### src/rtl/sleep_wakeup_cfg.svh
`ifndef SLEEP_WAKEUP_CFG_SVH
`define SLEEP_WAKEUP_CFG_SVH

// Register offsets (byte addresses)
`define SWC_CTRL_OFS        4'h0
`define SWC_STATUS_OFS      4'h4
`define SWC_WDT_OFS         4'h8

// Control register fields
`define SWC_CTRL_WDT_EN     0
`define SWC_CTRL_WDT_SLP    1
`define SWC_CTRL_PINRST_EN  2
`define SWC_CTRL_BOR_EN     3
`define SWC_CTRL_TMR_LO     4
`define SWC_CTRL_TMR_HI     5
`define SWC_CTRL_ADC_RC     6
`define SWC_CTRL_RESET      32'h0000_0003

// Status register fields
`define SWC_STAT_TO_N       0
`define SWC_STAT_PD_N       1
`define SWC_STAT_ASLEEP     2
`define SWC_STAT_CAUSE_LO   3
`define SWC_STAT_CAUSE_HI   5

// Timing: low-frequency oscillator tick derived from the system clock
`define SWC_CLK_HZ          100000000
`define SWC_LF_OSC_HZ       31000
`define SWC_LF_DIV          (`SWC_CLK_HZ / `SWC_LF_OSC_HZ)
`define SWC_WDT_PRESCALE    32
`define SWC_WDT_LIMIT       1024

`endif

### src/rtl/sleep_wakeup_pkg.sv
`default_nettype none

package sleep_wakeup_pkg;

    typedef enum logic [2:0] {
        ST_AWAKE  = 3'b001,
        ST_ASLEEP = 3'b010,
        ST_WAKING = 3'b100
    } pwr_state_t;

    typedef enum logic [2:0] {
        CAUSE_NONE   = 3'h0,
        CAUSE_WDT    = 3'h1,
        CAUSE_IRQ    = 3'h2,
        CAUSE_PINRST = 3'h3,
        CAUSE_BOR    = 3'h4
    } wake_cause_t;

    typedef enum logic [1:0] {
        TMR_SYSCLK = 2'h0,
        TMR_LFOSC  = 2'h1,
        TMR_EXTCLK = 2'h2,
        TMR_OTHER  = 2'h3
    } tmr_src_t;

endpackage

`default_nettype wire

### src/rtl/io_hold_latch.sv
`timescale 1ns/100ps
`default_nettype none

module io_hold_latch #(
    parameter int WIDTH = 8
) (
    input  wire logic             core_clk,
    input  wire logic             rst,
    input  wire logic             hold,
    input  wire logic [WIDTH-1:0] d_out,
    input  wire logic [WIDTH-1:0] d_oe,
    output logic      [WIDTH-1:0] q_out,
    output logic      [WIDTH-1:0] q_oe
);

    // Reset leaves every pin released; hold freezes the last awake value
    always_ff @(posedge core_clk or posedge rst)
    begin
        if (rst)
        begin
            q_out <= '0;
            q_oe  <= '0;
        end
        else if (!hold)
        begin
            q_out <= d_out;
            q_oe  <= d_oe;
        end
    end

endmodule

`default_nettype wire

### src/rtl/sleep_wakeup_control.sv
// Overview of operation
// - Sleep entry clears watchdog; runs if sleep-enabled
// - Sleep entry clears power-down flag (active low)
// - Sleep entry sets time-out flag (active low)
// - CPU clock stopped while asleep
// - Low-frequency oscillator keeps running in sleep
// - Secondary timer runs asleep on LF/external clock
// - ADC runs asleep with RC conversion oscillator
// - I/O ports hold pre-sleep drive state
// - Only the watchdog reset is affected by sleep
// - Resets restart; watchdog and interrupts resume execution
// - Sleep prefetches instruction at PC plus one
// - Interrupt wakes if enabled, ignoring global enable
// - Wake executes next instruction, then vectors if enabled
// - Watchdog cleared on every watchdog or interrupt wake
// - Pending interrupt before sleep makes it a no-op
// - Interrupt during sleep completes sleep, wakes immediately
//
// Chosen here: the register addresses and the strobed register port.
`timescale 1ns/100ps
`default_nettype none
`include "sleep_wakeup_cfg.svh"

module sleep_wakeup_control
    import sleep_wakeup_pkg::*;
#(
    parameter int IRQ_N    = 8,
    parameter int PC_W     = 13,
    parameter int IO_W     = 8,
    parameter int WDT_PRE  = `SWC_WDT_PRESCALE,
    parameter int WDT_LIM  = `SWC_WDT_LIMIT
) (
    input  wire logic             core_clk,
    input  wire logic             rst,
    input  wire logic [3:0]       reg_addr,
    input  wire logic [31:0]      reg_wdata,
    input  wire logic             reg_wr,
    input  wire logic             reg_rd,
    output logic      [31:0]      reg_rdata,
    input  wire logic             sleep_req,
    input  wire logic             wdt_clear_req,
    input  wire logic [PC_W-1:0]  pc,
    input  wire logic [IRQ_N-1:0] irq_flags,
    input  wire logic [IRQ_N-1:0] irq_enable,
    input  wire logic             global_irq_enable,
    input  wire logic             master_clear_pin,
    input  wire logic             brownout_reset,
    input  wire logic [IO_W-1:0]  io_out_core,
    input  wire logic [IO_W-1:0]  io_oe_core,
    output logic      [IO_W-1:0]  io_out,
    output logic      [IO_W-1:0]  io_oe,
    output logic                  cpu_clk_en,
    output logic                  low_freq_osc,
    output logic                  secondary_timer_run,
    output logic                  adc_run,
    output logic      [PC_W-1:0]  prefetch_addr,
    output logic                  wake_resume,
    output logic                  resume_vector,
    output logic                  core_restart,
    output logic                  powerdown_flag_n,
    output logic                  timeout_flag_n
);

    localparam int LF_DIV = `SWC_LF_DIV;

    pwr_state_t  state_ff;
    pwr_state_t  nxt_state;
    wake_cause_t cause_ff;
    logic [31:0] ctrl_ff;
    logic [11:0] lf_div_ff;
    logic        lf_tick_ff;
    logic [15:0] wdt_pre_ff;
    logic [15:0] wdt_cnt_ff;
    logic        pd_n_ff;
    logic        to_n_ff;
    logic        wake_ff;
    logic        vector_ff;
    logic        restart_ff;
    logic [PC_W-1:0] prefetch_ff;
    logic [31:0] rdata_ff;

    logic        pending;
    logic        awake;
    logic        asleep;
    logic        enter;
    logic        wdt_run;
    logic        wdt_pre_wrap;
    logic        wdt_expire;
    logic        wdt_clear;
    logic        pinrst_hit;
    logic        bor_hit;
    logic        restart_req;
    tmr_src_t    tmr_src;

    assign awake   = (state_ff == ST_AWAKE);
    assign asleep  = (state_ff == ST_ASLEEP);
    // Per-source enables alone decide a wake; the global enable only steers vectoring
    assign pending = |(irq_flags & irq_enable);
    // A reset arriving with the sleep pulse wins, so the core is never parked mid-restart
    assign enter   = awake && sleep_req && !pending && !restart_req;
    assign tmr_src = tmr_src_t'(ctrl_ff[`SWC_CTRL_TMR_HI:`SWC_CTRL_TMR_LO]);

    assign pinrst_hit  = master_clear_pin && ctrl_ff[`SWC_CTRL_PINRST_EN];
    assign bor_hit     = brownout_reset && ctrl_ff[`SWC_CTRL_BOR_EN];
    // Sleep never masks these two; only the watchdog depends on the state
    assign restart_req = pinrst_hit || bor_hit || (awake && wdt_expire);

    // Low-frequency oscillator, free running regardless of power state
    always_ff @(posedge core_clk or posedge rst)
    begin
        if (rst)
        begin
            lf_div_ff  <= 12'h000;
            lf_tick_ff <= 1'b0;
        end
        else if (lf_div_ff == 12'(LF_DIV - 1))
        begin
            lf_div_ff  <= 12'h000;
            lf_tick_ff <= 1'b1;
        end
        else
        begin
            lf_div_ff  <= lf_div_ff + 12'h001;
            lf_tick_ff <= 1'b0;
        end
    end

    // Watchdog
    assign wdt_run      = ctrl_ff[`SWC_CTRL_WDT_EN] &&
                          (!asleep || ctrl_ff[`SWC_CTRL_WDT_SLP]);
    assign wdt_pre_wrap = wdt_run && lf_tick_ff && (wdt_pre_ff == 16'(WDT_PRE - 1));
    assign wdt_expire   = wdt_pre_wrap && (wdt_cnt_ff == 16'(WDT_LIM - 1));
    // Clearing takes priority over counting so entry and wake start from zero
    assign wdt_clear    = wdt_clear_req || enter || (state_ff == ST_WAKING) ||
                          wdt_expire || !ctrl_ff[`SWC_CTRL_WDT_EN];

    always_ff @(posedge core_clk or posedge rst)
    begin
        if (rst)
        begin
            wdt_pre_ff <= 16'h0000;
            wdt_cnt_ff <= 16'h0000;
        end
        else if (wdt_clear)
        begin
            wdt_pre_ff <= 16'h0000;
            wdt_cnt_ff <= 16'h0000;
        end
        else if (wdt_run && lf_tick_ff)
        begin
            wdt_pre_ff <= wdt_pre_wrap ? 16'h0000 : wdt_pre_ff + 16'h0001;
            wdt_cnt_ff <= wdt_pre_wrap ? wdt_cnt_ff + 16'h0001 : wdt_cnt_ff;
        end
    end

    // Power state machine; wake inputs are all sampled on core_clk
    always_comb
    begin
        nxt_state = state_ff;
        unique case (state_ff)
            ST_AWAKE:
                if (enter)
                    nxt_state = ST_ASLEEP;
            ST_ASLEEP:
                if (restart_req)
                    nxt_state = ST_AWAKE;
                else if (pending || wdt_expire)
                    nxt_state = ST_WAKING;
            ST_WAKING:
                nxt_state = ST_AWAKE;
            default:
                nxt_state = ST_AWAKE;
        endcase
    end

    always_ff @(posedge core_clk or posedge rst)
    begin
        if (rst)
            state_ff <= ST_AWAKE;
        else
            state_ff <= nxt_state;
    end

    // Clock held off from the entry edge until the wake cycle
    assign cpu_clk_en = !asleep;

    // Status flags; power-on reset sets both high
    always_ff @(posedge core_clk or posedge rst)
    begin
        if (rst)
        begin
            pd_n_ff <= 1'b1;
            to_n_ff <= 1'b1;
        end
        else if (wdt_expire)
        begin
            to_n_ff <= 1'b0;
        end
        else if (enter)
        begin
            pd_n_ff <= 1'b0;
            to_n_ff <= 1'b1;
        end
        else if (wdt_clear_req && awake)
        begin
            pd_n_ff <= 1'b1;
            to_n_ff <= 1'b1;
        end
    end

    assign powerdown_flag_n = pd_n_ff;
    assign timeout_flag_n   = to_n_ff;

    // Prefetch address captured with the sleep request
    always_ff @(posedge core_clk or posedge rst)
    begin
        if (rst)
            prefetch_ff <= '0;
        else if (awake && sleep_req)
            prefetch_ff <= pc + PC_W'(1);
    end

    assign prefetch_addr = prefetch_ff;

    // Resume and restart indications toward the core
    always_ff @(posedge core_clk or posedge rst)
    begin
        if (rst)
        begin
            wake_ff    <= 1'b0;
            vector_ff  <= 1'b0;
            restart_ff <= 1'b0;
            cause_ff   <= CAUSE_NONE;
        end
        else
        begin
            wake_ff    <= (state_ff == ST_WAKING);
            // Core runs the prefetched instruction first, then vectors
            vector_ff  <= (state_ff == ST_WAKING) && global_irq_enable && pending;
            restart_ff <= restart_req;
            if (asleep && bor_hit)
                cause_ff <= CAUSE_BOR;
            else if (asleep && pinrst_hit)
                cause_ff <= CAUSE_PINRST;
            else if (asleep && wdt_expire)
                cause_ff <= CAUSE_WDT;
            else if (asleep && pending)
                cause_ff <= CAUSE_IRQ;
        end
    end

    assign wake_resume   = wake_ff;
    assign resume_vector = vector_ff;
    assign core_restart  = restart_ff;

    // Sleep-capable clock domains
    assign low_freq_osc        = lf_tick_ff;
    assign secondary_timer_run = !asleep || (tmr_src == TMR_LFOSC) ||
                                 (tmr_src == TMR_EXTCLK);
    assign adc_run             = !asleep || ctrl_ff[`SWC_CTRL_ADC_RC];

    io_hold_latch #(
        .WIDTH (IO_W)
    ) u_io_hold (
        .core_clk (core_clk),
        .rst      (rst),
        .hold     (asleep),
        .d_out    (io_out_core),
        .d_oe     (io_oe_core),
        .q_out    (io_out),
        .q_oe     (io_oe)
    );

    // Register bus
    always_ff @(posedge core_clk or posedge rst)
    begin
        if (rst)
            ctrl_ff <= `SWC_CTRL_RESET;
        else if (reg_wr && reg_addr == `SWC_CTRL_OFS)
            ctrl_ff <= {25'h000_0000, reg_wdata[6:0]};
    end

    always_ff @(posedge core_clk or posedge rst)
    begin
        if (rst)
            rdata_ff <= 32'h0000_0000;
        else if (reg_rd)
        begin
            unique case (reg_addr)
                `SWC_CTRL_OFS:   rdata_ff <= ctrl_ff;
                `SWC_STATUS_OFS: rdata_ff <= {26'h000_0000, cause_ff, asleep, pd_n_ff, to_n_ff};
                `SWC_WDT_OFS:    rdata_ff <= {16'h0000, wdt_cnt_ff};
                default:         rdata_ff <= 32'h0000_0000;
            endcase
        end
        else
            rdata_ff <= 32'h0000_0000;
    end

    assign reg_rdata = rdata_ff;
endmodule

`default_nettype wire

### config.mk
export PLATFORM = sky130hd
export DESIGN_NAME = sleep_wakeup_control
export DESIGN_NICKNAME = d
export VERILOG_FILES = /design/src/rtl/sleep_wakeup_pkg.sv /design/src/rtl/io_hold_latch.sv /design/src/rtl/sleep_wakeup_control.sv
export VERILOG_INCLUDE_DIRS = /design/src /design/src/rtl
export SDC_FILE = /design/constraint.sdc
export NUM_CORES = 1
export LEC_CHECK = 0
export BUFFER_PORTS_ARGS = -buffer_cell sky130_fd_sc_hd__buf_2
export CORE_AREA = 8 8 99 136
export DETAILED_ROUTE_END_ITERATION = 7
export DIE_AREA = 0 0 107 144
export GPL_TIMING_DRIVEN = 0
export PLACE_DENSITY = 0.78
export SKIP_LAST_GASP = 1
export SLEW_MARGIN = 20
export SYNTH_ARGS = -nofsm -noshare
export SYNTH_HDL_FRONTEND = slang
export SYNTH_SLANG_ARGS = --single-unit
### constraint.sdc
create_clock -name core_clk -period 3.5 [get_ports core_clk]
set_input_delay 0.7 -clock core_clk [delete_from_list [all_inputs] [get_ports core_clk]]
set_output_delay 0.7 -clock core_clk [all_outputs]
set_load 0.05 [all_outputs]
==> impl_summary.txt <==
----------------------------------------------------
[Synthesis]
  Number of enable-type register cells in the synthesized netlist ... 0
  Proportion of synthesized chip area in sequential cells ... 0.529
  Most instantiated flip-flop cell in the synthesis netlist ... dfrtp_1
  Largest area contributor in the netlist ... dfrtp_1
  Post-synthesis instance area ... slightly above 5000 um^2
  Cells after synthesis ... 519
  Synth Register Bits ... ~110
  Synthesis Warnings ... 0
  Synth top area share ... 0.504
  Share of synthesized registers carrying an async set or reset ... 1.00
  Distinct cell type count of the synthesized netlist ... between 40 and 50
  Synth Area per Inst ... a little under 10 um^2
  Synth top cells by count ... dfrtp_1 (103), nand2_1 (87), nor2_1 (49)
  Most frequent cell after synthesis ... dfrtp_1
  Synth area leaders ... dfrtp_1 (50%), nand2_1 (6.4%), xnor2_1 (5.1%), nor2_1 (3.6%), xor2_1 (2.7%)

[Timing]
  Upper clock frequency limit ... roughly 370 MHz
  Crit share post-route ... 0.777
  Max transition margin ... 0.585
  Transition time at the pin with the least slew margin ... around 0.62 ns
  Final-report hold violation count ... 0
  Endpoints failing setup ... 0
  Setup repair after global routing missed its margin ... false
  Post-Route Skew ... ~0.011 ns
  Post-layout min period ... ~2.7 ns
  Min setup slack post-route ... about 0.8 ns
  Number of max-slew violations in the final report ... 0
  Smallest hold slack ... approximately 0.34 ns
  Accumulated negative setup slack ... 0 ns

[Floorplanning]
  Area of the core ... roughly 12000 um^2
  Die outline height ... ~140 um
  Rows ... 47
  I/O pins ... 160
  Die area ... 15400 um^2
  Width of the die ... ~110 um
  Initial Util ... 0.442

[Routing]
  Via count ... 4177
  Vias/cell ... just over 5
  Wire length on met1 ... between 4 and 5 mm
  First-pass detailed-route iteration total ... 4
  Met2 wirelength from detailed routing ... 6.56 mm
  Top routing layer in use ... met5
  Total routed wirelength ... between 10 and 15 mm
  Antenna Violating Nets Remaining ... 0
  Routed length on met3 ... approximately 750 um
  DRC violations left ... 0
  Per-cell routed wire length ... approximately 15 um
  Initial drt markers ... around 170

[Worst setup path]
  Type of the worst setup path ... reg2out
  Maximum fanout count along the critical path ... 10
  Critical R2R Launch ... wdt_cnt_ff[12]
  Data required time of the critical path ... between 2 and 3 ns
  Cell Chain, Critical Path ... nor3b_1 > inv_1 > clkbuf_1 > buf_2
  Kind of cell adding the most delay to the critical path ... buffers and inverters
  Max stage delay cell, worst path ... nor3b_1
  Max incr delay on CP ... about 0.53 ns
  Crit start category ... flip-flop
  Buffer and inverter count on the worst path ... 3
  Endpoint type of the worst setup path ... output port
  Critical Path AT ... just over 2 ns
  First element of the critical path ... state_ff[2]

[Place]
  Count of buffers inserted at the top-level ports ... roughly 120
  Detailed Place HPWL ... approximately 9.6 mm
  Final RePlAce weighted congestion ... 0.843
  Placement Setup Slack ... 0.900 ns

[Run status]
  Run status ... completed

[CTS]
  Number of sinks on the clock net ... 108
  Post-CTS repair timing setup buffer count ... 0
  Clock-pin transition on the worst setup and hold timing paths ... 0.07 ns
  Number of buffers on the longest clock path ... 2
  Post-CTS sizing ... 0
  Count of H-tree levels built during CTS ... 3
  TritonCTS clock tree ... done
  Root Buffer Master ... clkbuf_16
  Insertion delay to the later sink of the worst-skew pair ... approximately 0.35 ns
  CTS buffer count ... 9
  Cts-stage hold buffer count ... 0

[Pwr]
  Power Density ... roughly 460 nW/um^2
  NetSw ... around 800 uW
  Design internal power ... about 2100 uW
  Overall Power ... around 2900 uW
  Combinational group share of total power ... 0.155
  Clock network fraction of design power ... 0.376
  Static Leak ... between 0.002 and 0.003 uW
  Largest vdd supply drop ... 0.265 mV
  Portion of total power attributed to sequential cells ... 0.469
  Sw Share ... 0.278

[Layout]
  Fill cell total of the finished layout ... 990
  Layout Nets ... 760
  Number of antenna repair diodes ... 0
  Layout cell share with drive strength beyond 1 ... 0.258
  Multi-input gate area in the final layout ... approximately 2200 um^2
  Register area ... approximately 2700 um^2
  Synth-to-Final Area Change ... 23.6%
  Final cell utilization of the core ... 0.546

[Global route]
  Number of global-route vias before repair ... 4274
  Initial antenna violation count ... 1
  Global-route total usage across every layer ... 0.167
  Wire length of the first global-routing pass ... a little over 20 mm
  Maximum number of pins on one net before global-route repair ... 35
  Total overflow reported by the global router ... 0

[Run]
  Max cap viols ... 0

[Min path]
  Worst min-delay path class ... in2async

----------------------------------------------------
## worst paths after layout
kind	to	slack (ns)	cells past startpoint
worst max-delay path	cpu_clk_en	0.78	4
worst min-delay path	reg_rdata[7]	0.34	2
worst max register to register	wdt_cnt_ff[14]	0.89	6
worst min register to register	u_io_hold.q_oe[3]	0.47	2
max in group asynchronous	ctrl_ff[0]	2.36	4
min in group core_clk	u_io_hold.q_oe[3]	0.47	2
## flip-flops by register name, summed over array words and instances (netlist names)
name              flops
state_ff              3
lf_div_ff            12
wdt_pre_ff           16
ctrl_ff               7
reg_rdata            16
prefetch_addr        13
cause_ff              3
timeout_flag_n        1
low_freq_osc          1
wdt_cnt_ff           16
wake_resume           1
core_restart          1
powerdown_flag_n      1
u_io_hold.q_oe        8
resume_vector         1
u_io_hold.q_out       8
## cells by family after synthesis
family | share of synthesized area
simple gates | 0.241
other cells | 0.000733
xor+xnor | 0.0787
buf+inv | 0.0501
compound gates | 0.0562
fa+ha+maj | 0.0122
flops | 0.529
mux | 0.0313
## through the flow
step / std cells / area (um^2)
CTS: 817 / 6320
detailed placement: 801 / 6010
finish: 817 / 6320
global placement: 798 / 5950
floorplan: 534 / 5180
global route: 817 / 6320
## power groups by stage
stage	clock network [uW]	logic (uW)	registers, uW
final	1080	447	1350
after global routing	1170	481	1360
after CTS	1110	451	1350
after detailed placement	0	450	1380
after global placement	0	431	1370
after floorplan	0	195	1490
## routing by layer
layer / track usage / vias up
met5: 0 / -
met3: 0.0508 / 21
met1: 0.185 / 2022
met2: 0.289 / 112
met4: 0.0691 / 2
li1: - / 2020
## worst reg2reg max path, cell delays in order (launching register included)
cell      delay [ns]
dfrtp_1         0.42
or4_1           0.54
or4_4           0.51
nor4_4          0.53
nand3b_4        0.29
buf_6           0.16
a21oi_1         0.05
## layout by cell type (no fill, tap or decap), drive strengths merged, types with 10 or more instances in the layout
cell    synthesis  layout
buf            20     140
conb            1      16
nand4          15      15
nor2           49      49
clkbuf         17      28
and3           11      11
o21ai          21      21
xor2           16      16
nand3          20      20
xnor2          30      30
a21oi          18      18
and2           13      13
dfrtp         103     103
inv             9      10
nand2          87      87
nor3           12      12
## final cells by class
cell class,count,share of cell area
clock inverter,5,0.0135
tap,147,0.0291
buffer,37,0.0352
sequential,108,0.428
clock buffer,11,0.0368
timing repair buffer,120,0.102
inverter,9,0.00593
multi-input combinational,380,0.349
Note: power is estimated with default switching activity, not from simulation.
